**config.mk**
```make
export PLATFORM = sky130hd
export DESIGN_NAME = main_memory_dram_sequencer
export DESIGN_NICKNAME = d
export VERILOG_FILES = /design/src/verilog/dram_seq_pkg.sv /design/src/verilog/main_memory_dram_sequencer.sv
export VERILOG_INCLUDE_DIRS = /design/src /design/src/verilog
export SDC_FILE = /design/constraint.sdc
export NUM_CORES = 1
export LEC_CHECK = 0
export CORE_ASPECT_RATIO = 0.9
export CORE_UTILIZATION = 55
export CTS_CLUSTER_SIZE = 14
export DETAILED_ROUTE_END_ITERATION = 7
export DONT_BUFFER_PORTS = 1
export GPL_TIMING_DRIVEN = 0
export PLACE_DENSITY_LB_ADDON = 0.1
export SYNTH_ARGS = -nofsm -noshare
export SYNTH_HDL_FRONTEND = slang
export SYNTH_SLANG_ARGS = --single-unit
export TNS_END_PERCENT = 20
```
**constraint.sdc**
```tcl
create_clock -name clock -period 20.3 [get_ports clock]
set_input_delay 2.03 -clock clock [delete_from_list [all_inputs] [get_ports clock]]
set_output_delay 2.03 -clock clock [all_outputs]
set_load 0.1 [all_outputs]
```
**src/verilog/dram_seq_map.svh**
```systemverilog
// Behaviour
// - write drives write strobe, row address and data; row strobe follows one clock later
// - slow write: column strobe two clocks after row strobe, held two clocks
// - slow write without precharge is exactly one clock longer than fast write
// - read needing precharge holds row strobe high while row address is driven
// - slow read: column address one clock after row strobe, strobe one later
// - read keeps write strobe high; read ends when column strobe is released
// - slow read with full precharge is two clocks longer than fast read
// - other bank's open row strobe is released as the row address appears
// - slow read with overlapping precharge is one clock longer than fast read
// - precharge skipped only when target row strobe was high long enough
// - configuration bit 23 set selects fast writes, clear selects slow writes
// - configuration bit 22 set selects fast reads, clear selects slow reads
// - one 32-bit configuration register at a fixed memory-mapped address
// - bits 11:10 set the ISA clock divisor: six, three, four, five
// - bit 12 selects 80ns memory timing when set, slower timing when clear
// - 80ns timing: row low 2/3/4 clocks, high and precharge 2/3/3
// - bits 7:0 give clocks the ISA refresh request is extended, default zero
// - reset loads every default, leaving the slowest safe memory timing
// - slow memory: row low, high, precharge 3 clocks at 25MHz, else 4
// - fast column strobe low 1 clock, slow low 2; high 1 clock
`ifndef DRAM_SEQ_MAP_SVH
`define DRAM_SEQ_MAP_SVH

`define CFG_ADDR        32'hFF00401C
`define CFG_RESET       32'h00102000
`define CFG_FAST_WR     23
`define CFG_FAST_RD     22
`define CFG_MEM80       12
`define CFG_ISA_HI      11
`define CFG_ISA_LO      10
`define CFG_SPEED_HI    9
`define CFG_SPEED_LO    8
`define CFG_HOLD_HI     7
`define CFG_HOLD_LO     0

`define BANK_W          2
`define ADDR_W          11
`define DATA_W          64

`define CNT_MAX         3'h7
`define CAS_SLOW        2'h2
`define CAS_FAST        2'h1

`define SPEED_50        2'h0
`define SPEED_40        2'h1
`define SPEED_33        2'h2
`define SPEED_25        2'h3

`define RAS80_25        3'h2
`define RAS80_33        3'h3
`define RAS80_40        3'h4
`define PRE80_25        3'h2
`define PRE80_33        3'h3
`define PRE80_40        3'h3
`define SLOW_25         3'h3
`define SLOW_OTHER      3'h4
`define TIME_50         3'h4

`define ISA_DIV6        3'h6
`define ISA_DIV5        3'h5
`define ISA_DIV4        3'h4
`define ISA_DIV3        3'h3

`endif

```
**src/verilog/dram_seq_pkg.sv**
```systemverilog
`include "dram_seq_map.svh"

package dram_seq_pkg;

    typedef struct packed {
        logic                 write;
        logic                 casGroupB;
        logic [`BANK_W-1:0]   bank;
        logic [`ADDR_W-1:0]   row;
        logic [`ADDR_W-1:0]   col;
        logic [`DATA_W-1:0]   data;
    } dram_req_t;

    typedef enum logic [2:0] {
        IDLE,
        PRE,
        ROW,
        RAS,
        COL,
        CAS,
        DONE
    } seq_state_t;

endpackage : dram_seq_pkg

```
**src/verilog/main_memory_dram_sequencer.sv**
```systemverilog
`timescale 1ns/10ps
`include "dram_seq_map.svh"

module main_memory_dram_sequencer (
    input  wire logic                     clock,
    input  wire logic                     rst,
    input  wire logic                     cfgReq,
    input  wire logic                     cfgWrite,
    input  wire logic [31:0]              cfgAddr,
    input  wire logic [31:0]              cfgWdata,
    output logic                          cfgAck,
    output logic [31:0]                   cfgRdata,
    input  wire logic                     reqValid,
    input  wire dram_seq_pkg::dram_req_t  req,
    output logic                          reqReady,
    output logic                          rdValid,
    output logic [`DATA_W-1:0]            rdData,
    output logic                          wrDone,
    output logic [2:0]                    isaClkDivisor,
    output logic [7:0]                    refreshHoldCount,
    output logic [(1<<`BANK_W)-1:0]       rowStrobeN,
    output logic [(1<<`BANK_W)-1:0]       columnStrobeAN,
    output logic [(1<<`BANK_W)-1:0]       columnStrobeBN,
    output logic                          writeStrobeN,
    output logic [`ADDR_W-1:0]            dramAddressBus,
    output logic [`DATA_W-1:0]            dramDataBusOut,
    output logic                          dramDataBusOe,
    input  wire logic [`DATA_W-1:0]       dramDataBusIn
);

    localparam int BANKS = 1 << `BANK_W;

    // strobe masks and bank counters are sized for two to eight banks
    if (`BANK_W < 1 || `BANK_W > 3) begin : g_bank_check
        $error("bank address width out of range");
    end

    // minimum row strobe low time by speed and memory grade
    function automatic logic [2:0] rasLowMin(input logic [1:0] speed, input logic mem80);
        logic [2:0] t;
        t = `TIME_50;
        unique case (speed)
            `SPEED_25: t = mem80 ? `RAS80_25 : `SLOW_25;
            `SPEED_33: t = mem80 ? `RAS80_33 : `SLOW_OTHER;
            `SPEED_40: t = mem80 ? `RAS80_40 : `SLOW_OTHER;
            `SPEED_50: t = `TIME_50;
        endcase
        return t;
    endfunction : rasLowMin

    // minimum high and precharge time; the two coincide in every grade
    function automatic logic [2:0] preMin(input logic [1:0] speed, input logic mem80);
        logic [2:0] t;
        t = `TIME_50;
        unique case (speed)
            `SPEED_25: t = mem80 ? `PRE80_25 : `SLOW_25;
            `SPEED_33: t = mem80 ? `PRE80_33 : `SLOW_OTHER;
            `SPEED_40: t = mem80 ? `PRE80_40 : `SLOW_OTHER;
            `SPEED_50: t = `TIME_50;
        endcase
        return t;
    endfunction : preMin

    function automatic logic [2:0] isaDivide(input logic [1:0] code);
        logic [2:0] d;
        d = `ISA_DIV6;
        unique case (code)
            2'h0: d = `ISA_DIV6;
            2'h1: d = `ISA_DIV3;
            2'h2: d = `ISA_DIV4;
            2'h3: d = `ISA_DIV5;
        endcase
        return d;
    endfunction : isaDivide

    logic [31:0]                 cfg_r;
    dram_seq_pkg::seq_state_t    state_r;
    dram_seq_pkg::seq_state_t    stateNxt;
    dram_seq_pkg::dram_req_t     cur_r;
    dram_seq_pkg::dram_req_t     curNxt;
    logic [1:0]                  casCnt_r;
    logic [1:0]                  casCntNxt;
    logic [2:0]                  highCnt_r [BANKS];
    logic [2:0]                  lowCnt_r  [BANKS];
    logic [2:0]                  tRas;
    logic [2:0]                  tPre;
    logic                        taken;
    logic                        needPre;
    logic                        banksOk;
    logic                        cfgHit;
    logic [`DATA_W-1:0]          sync1_r;
    logic [`DATA_W-1:0]          sync2_r;
    logic [`DATA_W-1:0]          sync3_r;
    logic [2:0]                  tag_r;

    assign tRas   = rasLowMin(cfg_r[`CFG_SPEED_HI:`CFG_SPEED_LO], cfg_r[`CFG_MEM80]);
    assign tPre   = preMin(cfg_r[`CFG_SPEED_HI:`CFG_SPEED_LO], cfg_r[`CFG_MEM80]);
    assign taken  = reqValid && reqReady;
    // full-word decode; the register has no byte lanes
    assign cfgHit = cfgAddr == `CFG_ADDR;

    // configuration register, memory mapped at one fixed address
    always_ff @(posedge clock or posedge rst) begin
        if (rst) begin
            cfg_r <= `CFG_RESET;
        end else if (cfgReq && cfgWrite && cfgHit) begin
            cfg_r <= cfgWdata;
        end
    end

    // one-cycle answer; unmapped reads return zero
    always_ff @(posedge clock or posedge rst) begin
        if (rst) begin
            cfgAck   <= 1'b0;
            cfgRdata <= 32'h00000000;
        end else begin
            cfgAck   <= cfgReq;
            cfgRdata <= (cfgReq && !cfgWrite && cfgHit) ? cfg_r : 32'h00000000;
        end
    end

    // fields used by other blocks, registered so the outputs stay flop driven
    always_ff @(posedge clock or posedge rst) begin
        if (rst) begin
            isaClkDivisor    <= `ISA_DIV6;
            refreshHoldCount <= 8'h00;
        end else begin
            isaClkDivisor    <= isaDivide(cfg_r[`CFG_ISA_HI:`CFG_ISA_LO]);
            refreshHoldCount <= cfg_r[`CFG_HOLD_HI:`CFG_HOLD_LO];
        end
    end

    // per-bank high and low time counters, saturating
    for (genvar b = 0; b < BANKS; b++) begin : g_bank
        always_ff @(posedge clock or posedge rst) begin
            if (rst) begin
                highCnt_r[b] <= `CNT_MAX;
                lowCnt_r[b]  <= 3'h0;
            end else if (rowStrobeN[b]) begin
                highCnt_r[b] <= (highCnt_r[b] == `CNT_MAX) ? `CNT_MAX : highCnt_r[b] + 3'h1;
                lowCnt_r[b]  <= 3'h0;
            end else begin
                lowCnt_r[b]  <= (lowCnt_r[b] == `CNT_MAX) ? `CNT_MAX : lowCnt_r[b] + 3'h1;
                highCnt_r[b] <= 3'h0;
            end
        end
    end

    // an open row may only be closed once its minimum low time has passed
    always_comb begin
        banksOk = 1'b1;
        for (int b = 0; b < BANKS; b++) begin
            if (!rowStrobeN[b] && lowCnt_r[b] < tRas) begin
                banksOk = 1'b0;
            end
        end
    end

    // high cycles so far plus the row cycle must reach the precharge time
    always_comb begin
        needPre = !rowStrobeN[req.bank]
               || ({1'b0, highCnt_r[req.bank]} + 4'h2 < {1'b0, tPre});
    end

    always_comb begin
        stateNxt  = state_r;
        casCntNxt = casCnt_r;
        curNxt    = taken ? req : cur_r;
        unique case (state_r)
            dram_seq_pkg::IDLE: begin
                if (taken) begin
                    stateNxt = needPre ? dram_seq_pkg::PRE : dram_seq_pkg::ROW;
                end
            end
            dram_seq_pkg::PRE: begin
                // wait until the row will have been high for the precharge time
                if ({1'b0, highCnt_r[cur_r.bank]} + 4'h2 >= {1'b0, tPre}) begin
                    stateNxt = dram_seq_pkg::ROW;
                end
            end
            dram_seq_pkg::ROW: begin
                stateNxt = dram_seq_pkg::RAS;
            end
            dram_seq_pkg::RAS: begin
                stateNxt = dram_seq_pkg::COL;
            end
            dram_seq_pkg::COL: begin
                // fast bits sampled here; a later config write waits for the next access
                stateNxt = dram_seq_pkg::CAS;
                if (cur_r.write) begin
                    casCntNxt = cfg_r[`CFG_FAST_WR] ? `CAS_FAST - 2'h1
                                                     : `CAS_SLOW - 2'h1;
                end else begin
                    casCntNxt = cfg_r[`CFG_FAST_RD] ? `CAS_FAST - 2'h1
                                                     : `CAS_SLOW - 2'h1;
                end
            end
            dram_seq_pkg::CAS: begin
                if (casCnt_r == 2'h0) begin
                    stateNxt = dram_seq_pkg::DONE;
                end else begin
                    casCntNxt = casCnt_r - 2'h1;
                end
            end
            dram_seq_pkg::DONE: begin
                stateNxt = dram_seq_pkg::IDLE;
            end
            default: begin
                stateNxt = dram_seq_pkg::IDLE;
            end
        endcase
    end

    always_ff @(posedge clock or posedge rst) begin
        if (rst) begin
            state_r  <= dram_seq_pkg::IDLE;
            casCnt_r <= 2'h0;
            cur_r    <= '0;
        end else begin
            state_r  <= stateNxt;
            casCnt_r <= casCntNxt;
            cur_r    <= curNxt;
        end
    end

    // ready drops in the cycle after acceptance, never one late, and stays low until idle
    always_ff @(posedge clock or posedge rst) begin
        if (rst) begin
            reqReady <= 1'b0;
        end else begin
            reqReady <= stateNxt == dram_seq_pkg::IDLE && !taken && banksOk;
        end
    end

    // pins are registered from the next state so they never glitch
    always_ff @(posedge clock or posedge rst) begin
        if (rst) begin
            rowStrobeN <= '1;
        end else begin
            unique case (stateNxt)
                dram_seq_pkg::PRE, dram_seq_pkg::ROW: begin
                    rowStrobeN <= '1;
                end
                dram_seq_pkg::RAS, dram_seq_pkg::COL, dram_seq_pkg::CAS,
                dram_seq_pkg::DONE: begin
                    rowStrobeN <= ~(BANKS'(1) << curNxt.bank);
                end
                // target row stays open while idle; next access closes it
                dram_seq_pkg::IDLE: begin
                    rowStrobeN <= rowStrobeN;
                end
            endcase
        end
    end

    always_ff @(posedge clock or posedge rst) begin
        if (rst) begin
            columnStrobeAN <= '1;
            columnStrobeBN <= '1;
        end else if (stateNxt == dram_seq_pkg::CAS) begin
            columnStrobeAN <= curNxt.casGroupB ? '1 : ~(BANKS'(1) << curNxt.bank);
            columnStrobeBN <= curNxt.casGroupB ? ~(BANKS'(1) << curNxt.bank) : '1;
        end else begin
            columnStrobeAN <= '1;
            columnStrobeBN <= '1;
        end
    end

    // write strobe and data enable move together, so a read never sees a driven bus
    always_ff @(posedge clock or posedge rst) begin
        if (rst) begin
            writeStrobeN  <= 1'b1;
            dramDataBusOe <= 1'b0;
        end else begin
            unique case (stateNxt)
                dram_seq_pkg::PRE, dram_seq_pkg::ROW, dram_seq_pkg::RAS,
                dram_seq_pkg::COL, dram_seq_pkg::CAS: begin
                    writeStrobeN  <= !curNxt.write;
                    dramDataBusOe <= curNxt.write;
                end
                dram_seq_pkg::IDLE, dram_seq_pkg::DONE: begin
                    writeStrobeN  <= 1'b1;
                    dramDataBusOe <= 1'b0;
                end
            endcase
        end
    end

    // address holds while idle; it only matters while a strobe is low
    always_ff @(posedge clock or posedge rst) begin
        if (rst) begin
            dramAddressBus <= '0;
            dramDataBusOut <= '0;
        end else begin
            if (taken) begin
                dramDataBusOut <= req.data;
            end
            unique case (stateNxt)
                dram_seq_pkg::PRE, dram_seq_pkg::ROW, dram_seq_pkg::RAS: begin
                    dramAddressBus <= curNxt.row;
                end
                dram_seq_pkg::COL, dram_seq_pkg::CAS: begin
                    dramAddressBus <= curNxt.col;
                end
                dram_seq_pkg::IDLE, dram_seq_pkg::DONE: begin
                    dramAddressBus <= dramAddressBus;
                end
            endcase
        end
    end

    // data pins cross three flops; a tag travels beside the sample taken
    // on the last column strobe cycle, so the bus need not stay stable
    always_ff @(posedge clock or posedge rst) begin
        if (rst) begin
            sync1_r <= '0;
            sync2_r <= '0;
            sync3_r <= '0;
            tag_r   <= 3'h0;
        end else begin
            sync1_r <= dramDataBusIn;
            sync2_r <= sync1_r;
            sync3_r <= sync2_r;
            tag_r   <= {tag_r[1:0], state_r == dram_seq_pkg::CAS && casCnt_r == 2'h0
                                    && !cur_r.write};
        end
    end

    // read data holds the last word until the next read completes
    always_ff @(posedge clock or posedge rst) begin
        if (rst) begin
            rdValid <= 1'b0;
            rdData  <= '0;
            wrDone  <= 1'b0;
        end else begin
            rdValid <= tag_r[2];
            if (tag_r[2]) begin
                rdData <= sync3_r;
            end
            wrDone  <= state_r == dram_seq_pkg::DONE && cur_r.write;
        end
    end

endmodule : main_memory_dram_sequencer

```
==> impl_metrics.csv <==
group,metric,value,unit
critical_path,endpoint_kind,"flip-flop",
critical_path,slowest_delay,0.62,ns
yosys,synth_top_area_share,66.7,%
timing,maxSlewHeadroom,33.3,%
timing,tightest_slew,1.00,ns
yosys,syn_nets,1482,
critical_path,critical_path_required,20.73,ns
placement,dp_hpwl,24300,um
floorplan,die_w,187,um
timing,max_freq,254,MHz
cts,cts_sinks,482,
cts,clkTransAtPathRegs,0.07,ns
critical_path,cp_max_fo,9,
yosys,yosys_warnings,0,
cts,cts_root_buf,"clkbuf_16",
yosys,yosys.area.top_type,"dfrtp_1",
flow_run,cap_violations,0,
floorplan,io_pins,423,
routing,routed_via_density,5.15,
routing,drc,0,
floorplan,die_h,169,um
cts,ctsResizeCount,0,
timing,final_hold_viol_count,0,
yosys,yosysMostFrequentCell,"dfrtp_1",
critical_path,worstPathArrival,4.36,ns
cts,htreeDepth,2,
cts,hold_buffers,0,
timing,tns,0,ns
critical_path,crit_chain,"clkbuf_1, mux4_2, fa_1, nor2b_1, a21oi_1, nand2_1, o211ai_1, a31o_2",
routing,ant_nets,0,
hold_path,min-delay-start,"sync1_r[59]$_DFF_PP0_",
global_routing,grt_max_degree,139,
hold_path,worstHoldPathType,"reg -> reg",
placement,place_congestion,0.821,
outcome,status,"finished clean",
critical_path,startpoint_type,"input port",
placement,port_buffers,0,
routing,wl,34100,um
global_routing,overflow,0,
timing,rsz0062_at_grt,"no",
floorplan,die-area,31600,sq um
routing,avgRoutedWirePerCell,19.8,um
floorplan,start_util,56.4,%
routing,drt_iter0_markers,484,
timing,maxSlewViolCount,0,
timing,finalSetupViolCount,0,
yosys,synthFlopType,"dfrtp_1",
global_routing,grt_util_all_layers,22.2,%
floorplan,rows,60,
yosys,yosysUniqueCellTypes,54,
yosys,synth_edf_count,0,
layout,area_delta_synth_final,12.5,%
layout,final_nets,1533,
cts,clk_latency,0.54,ns
critical_path,critPathLaunch,"req[86]",
critical_path,reg2reg_from,"reqReady$_DFF_PP0_",
cts,cts_buffers,46,
cts,cts_tree,"built",
routing,first_pass_iters,5,
timing,timing.final.crit_period,3.93,ns
layout,nFillCells,2232,
timing,fin_crit_sh,19.4,%
global_routing,grt_pass1_vias,9278,
critical_path,crit_type,"in -> reg",
floorplan,core_area,30200,sq um
global_routing,grt_antenna_before_repair,7,
routing,vias,8886,
global_routing,grt_pass1_wl,53500,um
critical_path,crit_slowest_cell,"mux4_2",
yosys,synthCells,1231,
yosys,ys_seq_area_share,71.1,%
yosys,avgSynthCellArea,13.8,sq um
cts,clockBufferDepth,3,
timing,skew,0.0104,ns
cts,postCtsSetupBuffers,0,
yosys,synth_seq_cells,482,
yosys,synth.top_cells.by_count,"dfrtp_1 (453), nand2_1 (296), mux2_2 (87)",
layout,final_layout_size_suffix_gt1_share,23.5,%
yosys,async_reset_ff_share,100,%
yosys,synth_area,17000,sq um
yosys,ys_top_cells_by_area,"dfrtp_1 (67%), nand2_1 (6.5%), mux2_2 (5.8%)",
final cells by class:
class	instances	area, sq um	area share (%)
clock inverters	12	115	0.602
diodes	6	15.0	0.0785
multi-input cells	622	4120	21.5
well taps	403	504	2.64
plain buffers	115	749	3.92
inverters	12	52.6	0.275
flip-flops and latches	482	12100	63.2
clock buffers	72	1400	7.32
repair buffers	3	82.6	0.432
path summary, 6_finish.rpt:
| check | endpoint | slack, ns | cells after the start |
|---|---|---|---|
| worst min-delay path | sync2_r[59]$_DFF_PP0_ | 0.34 | 0 |
| worst max-delay path | state_r[0]$_DFF_PP0_ | 16.37 | 8 |
| worst min register to register | sync2_r[59]$_DFF_PP0_ | 0.34 | 0 |
| worst max register to register | dramAddressBus[7]$_DFFE_PP0N_ | 17.27 | 4 |
| max in group asynchronous | sync3_r[49]$_DFF_PP0_ | 17.63 | 2 |
| min in group asynchronous | rdData[26]$_DFFE_PP0P_ | 1.51 | 1 |
state kept, by name, summed over array words and instances, names as in the netlist, 26 cells and up:
register and flops:
cfgRdata 32, sync3_r 64, rdData 64, dramDataBusOut 64, cfg_r 32, sync1_r 64, cur_r 26, sync2_r 64
kinds of logic after synthesis:
group	count (synthesis)	synth area share [%]
AND/OR/NAND/NOR	412	10.6
buffers and inverters	127	4.67
multiplexers	124	9.25
adder cells (fa/ha/maj)	28	2.15
AO/OA/AOI/OAI	57	2.10
XOR/XNOR	1	0.0515
flip-flops	482	71.1
metrics by stage:
step	cells	util, %	hold slack, ns	instance area (sq um)	worst slack (ns)
6_report	1727	63.4	0.344	19100	16.37
5_1_grt	1724	63.4	0.348	19100	16.15
4_1_cts	1721	63.3	0.342	19100	16.37
3_5_place_dp	1637	58.3	0.335	17600	15.81
3_3_place_gp	1634	58.0	0.331	17500	0.278
2_1_floorplan	1231	-	0.331	17000	4.87
layout by cell type (no fill, tap or decap), drive strengths merged, types with 4 or more instances in the layout:
cell type	instances
o21ai	11
nand3b	6
nor2	27
a21oi	21
diode	6
nor3	8
nand2	296
ha	26
inv	12
nor2b	6
dfstp	29
clkbuf	106
nor4	12
a21o	5
buf	84
mux2	115
a21boi	4
and2	32
dfrtp	453
nand3	6
nand2b	5
o21a	4
mux4	7
clkinv	11
critical path, delay by kind of cell:
kind | cells | cell delay [ns]
mux | 1 | 0.62
simple gates | 2 | 0.25
compound gates | 3 | 0.50
fa+ha+maj | 1 | 0.52
buf+inv | 1 | 0.44
metal layers:
| metal | global-route usage, % | vias to the layer above | wire (um) |
|---|---|---|---|
| met2 | 36.7 | 305 | 17000 |
| met4 | 7.56 | 4 | 864 |
| met1 | 28.5 | 4457 | 13900 |
| li1 | - | 4058 | - |
| met5 | 0 | - | 31 |
| met3 | 5.99 | 62 | 2390 |
Power is left out: the tool's default activity adds up to more than one toggle a clock period on the data nets, which glitch-free logic cannot reach.
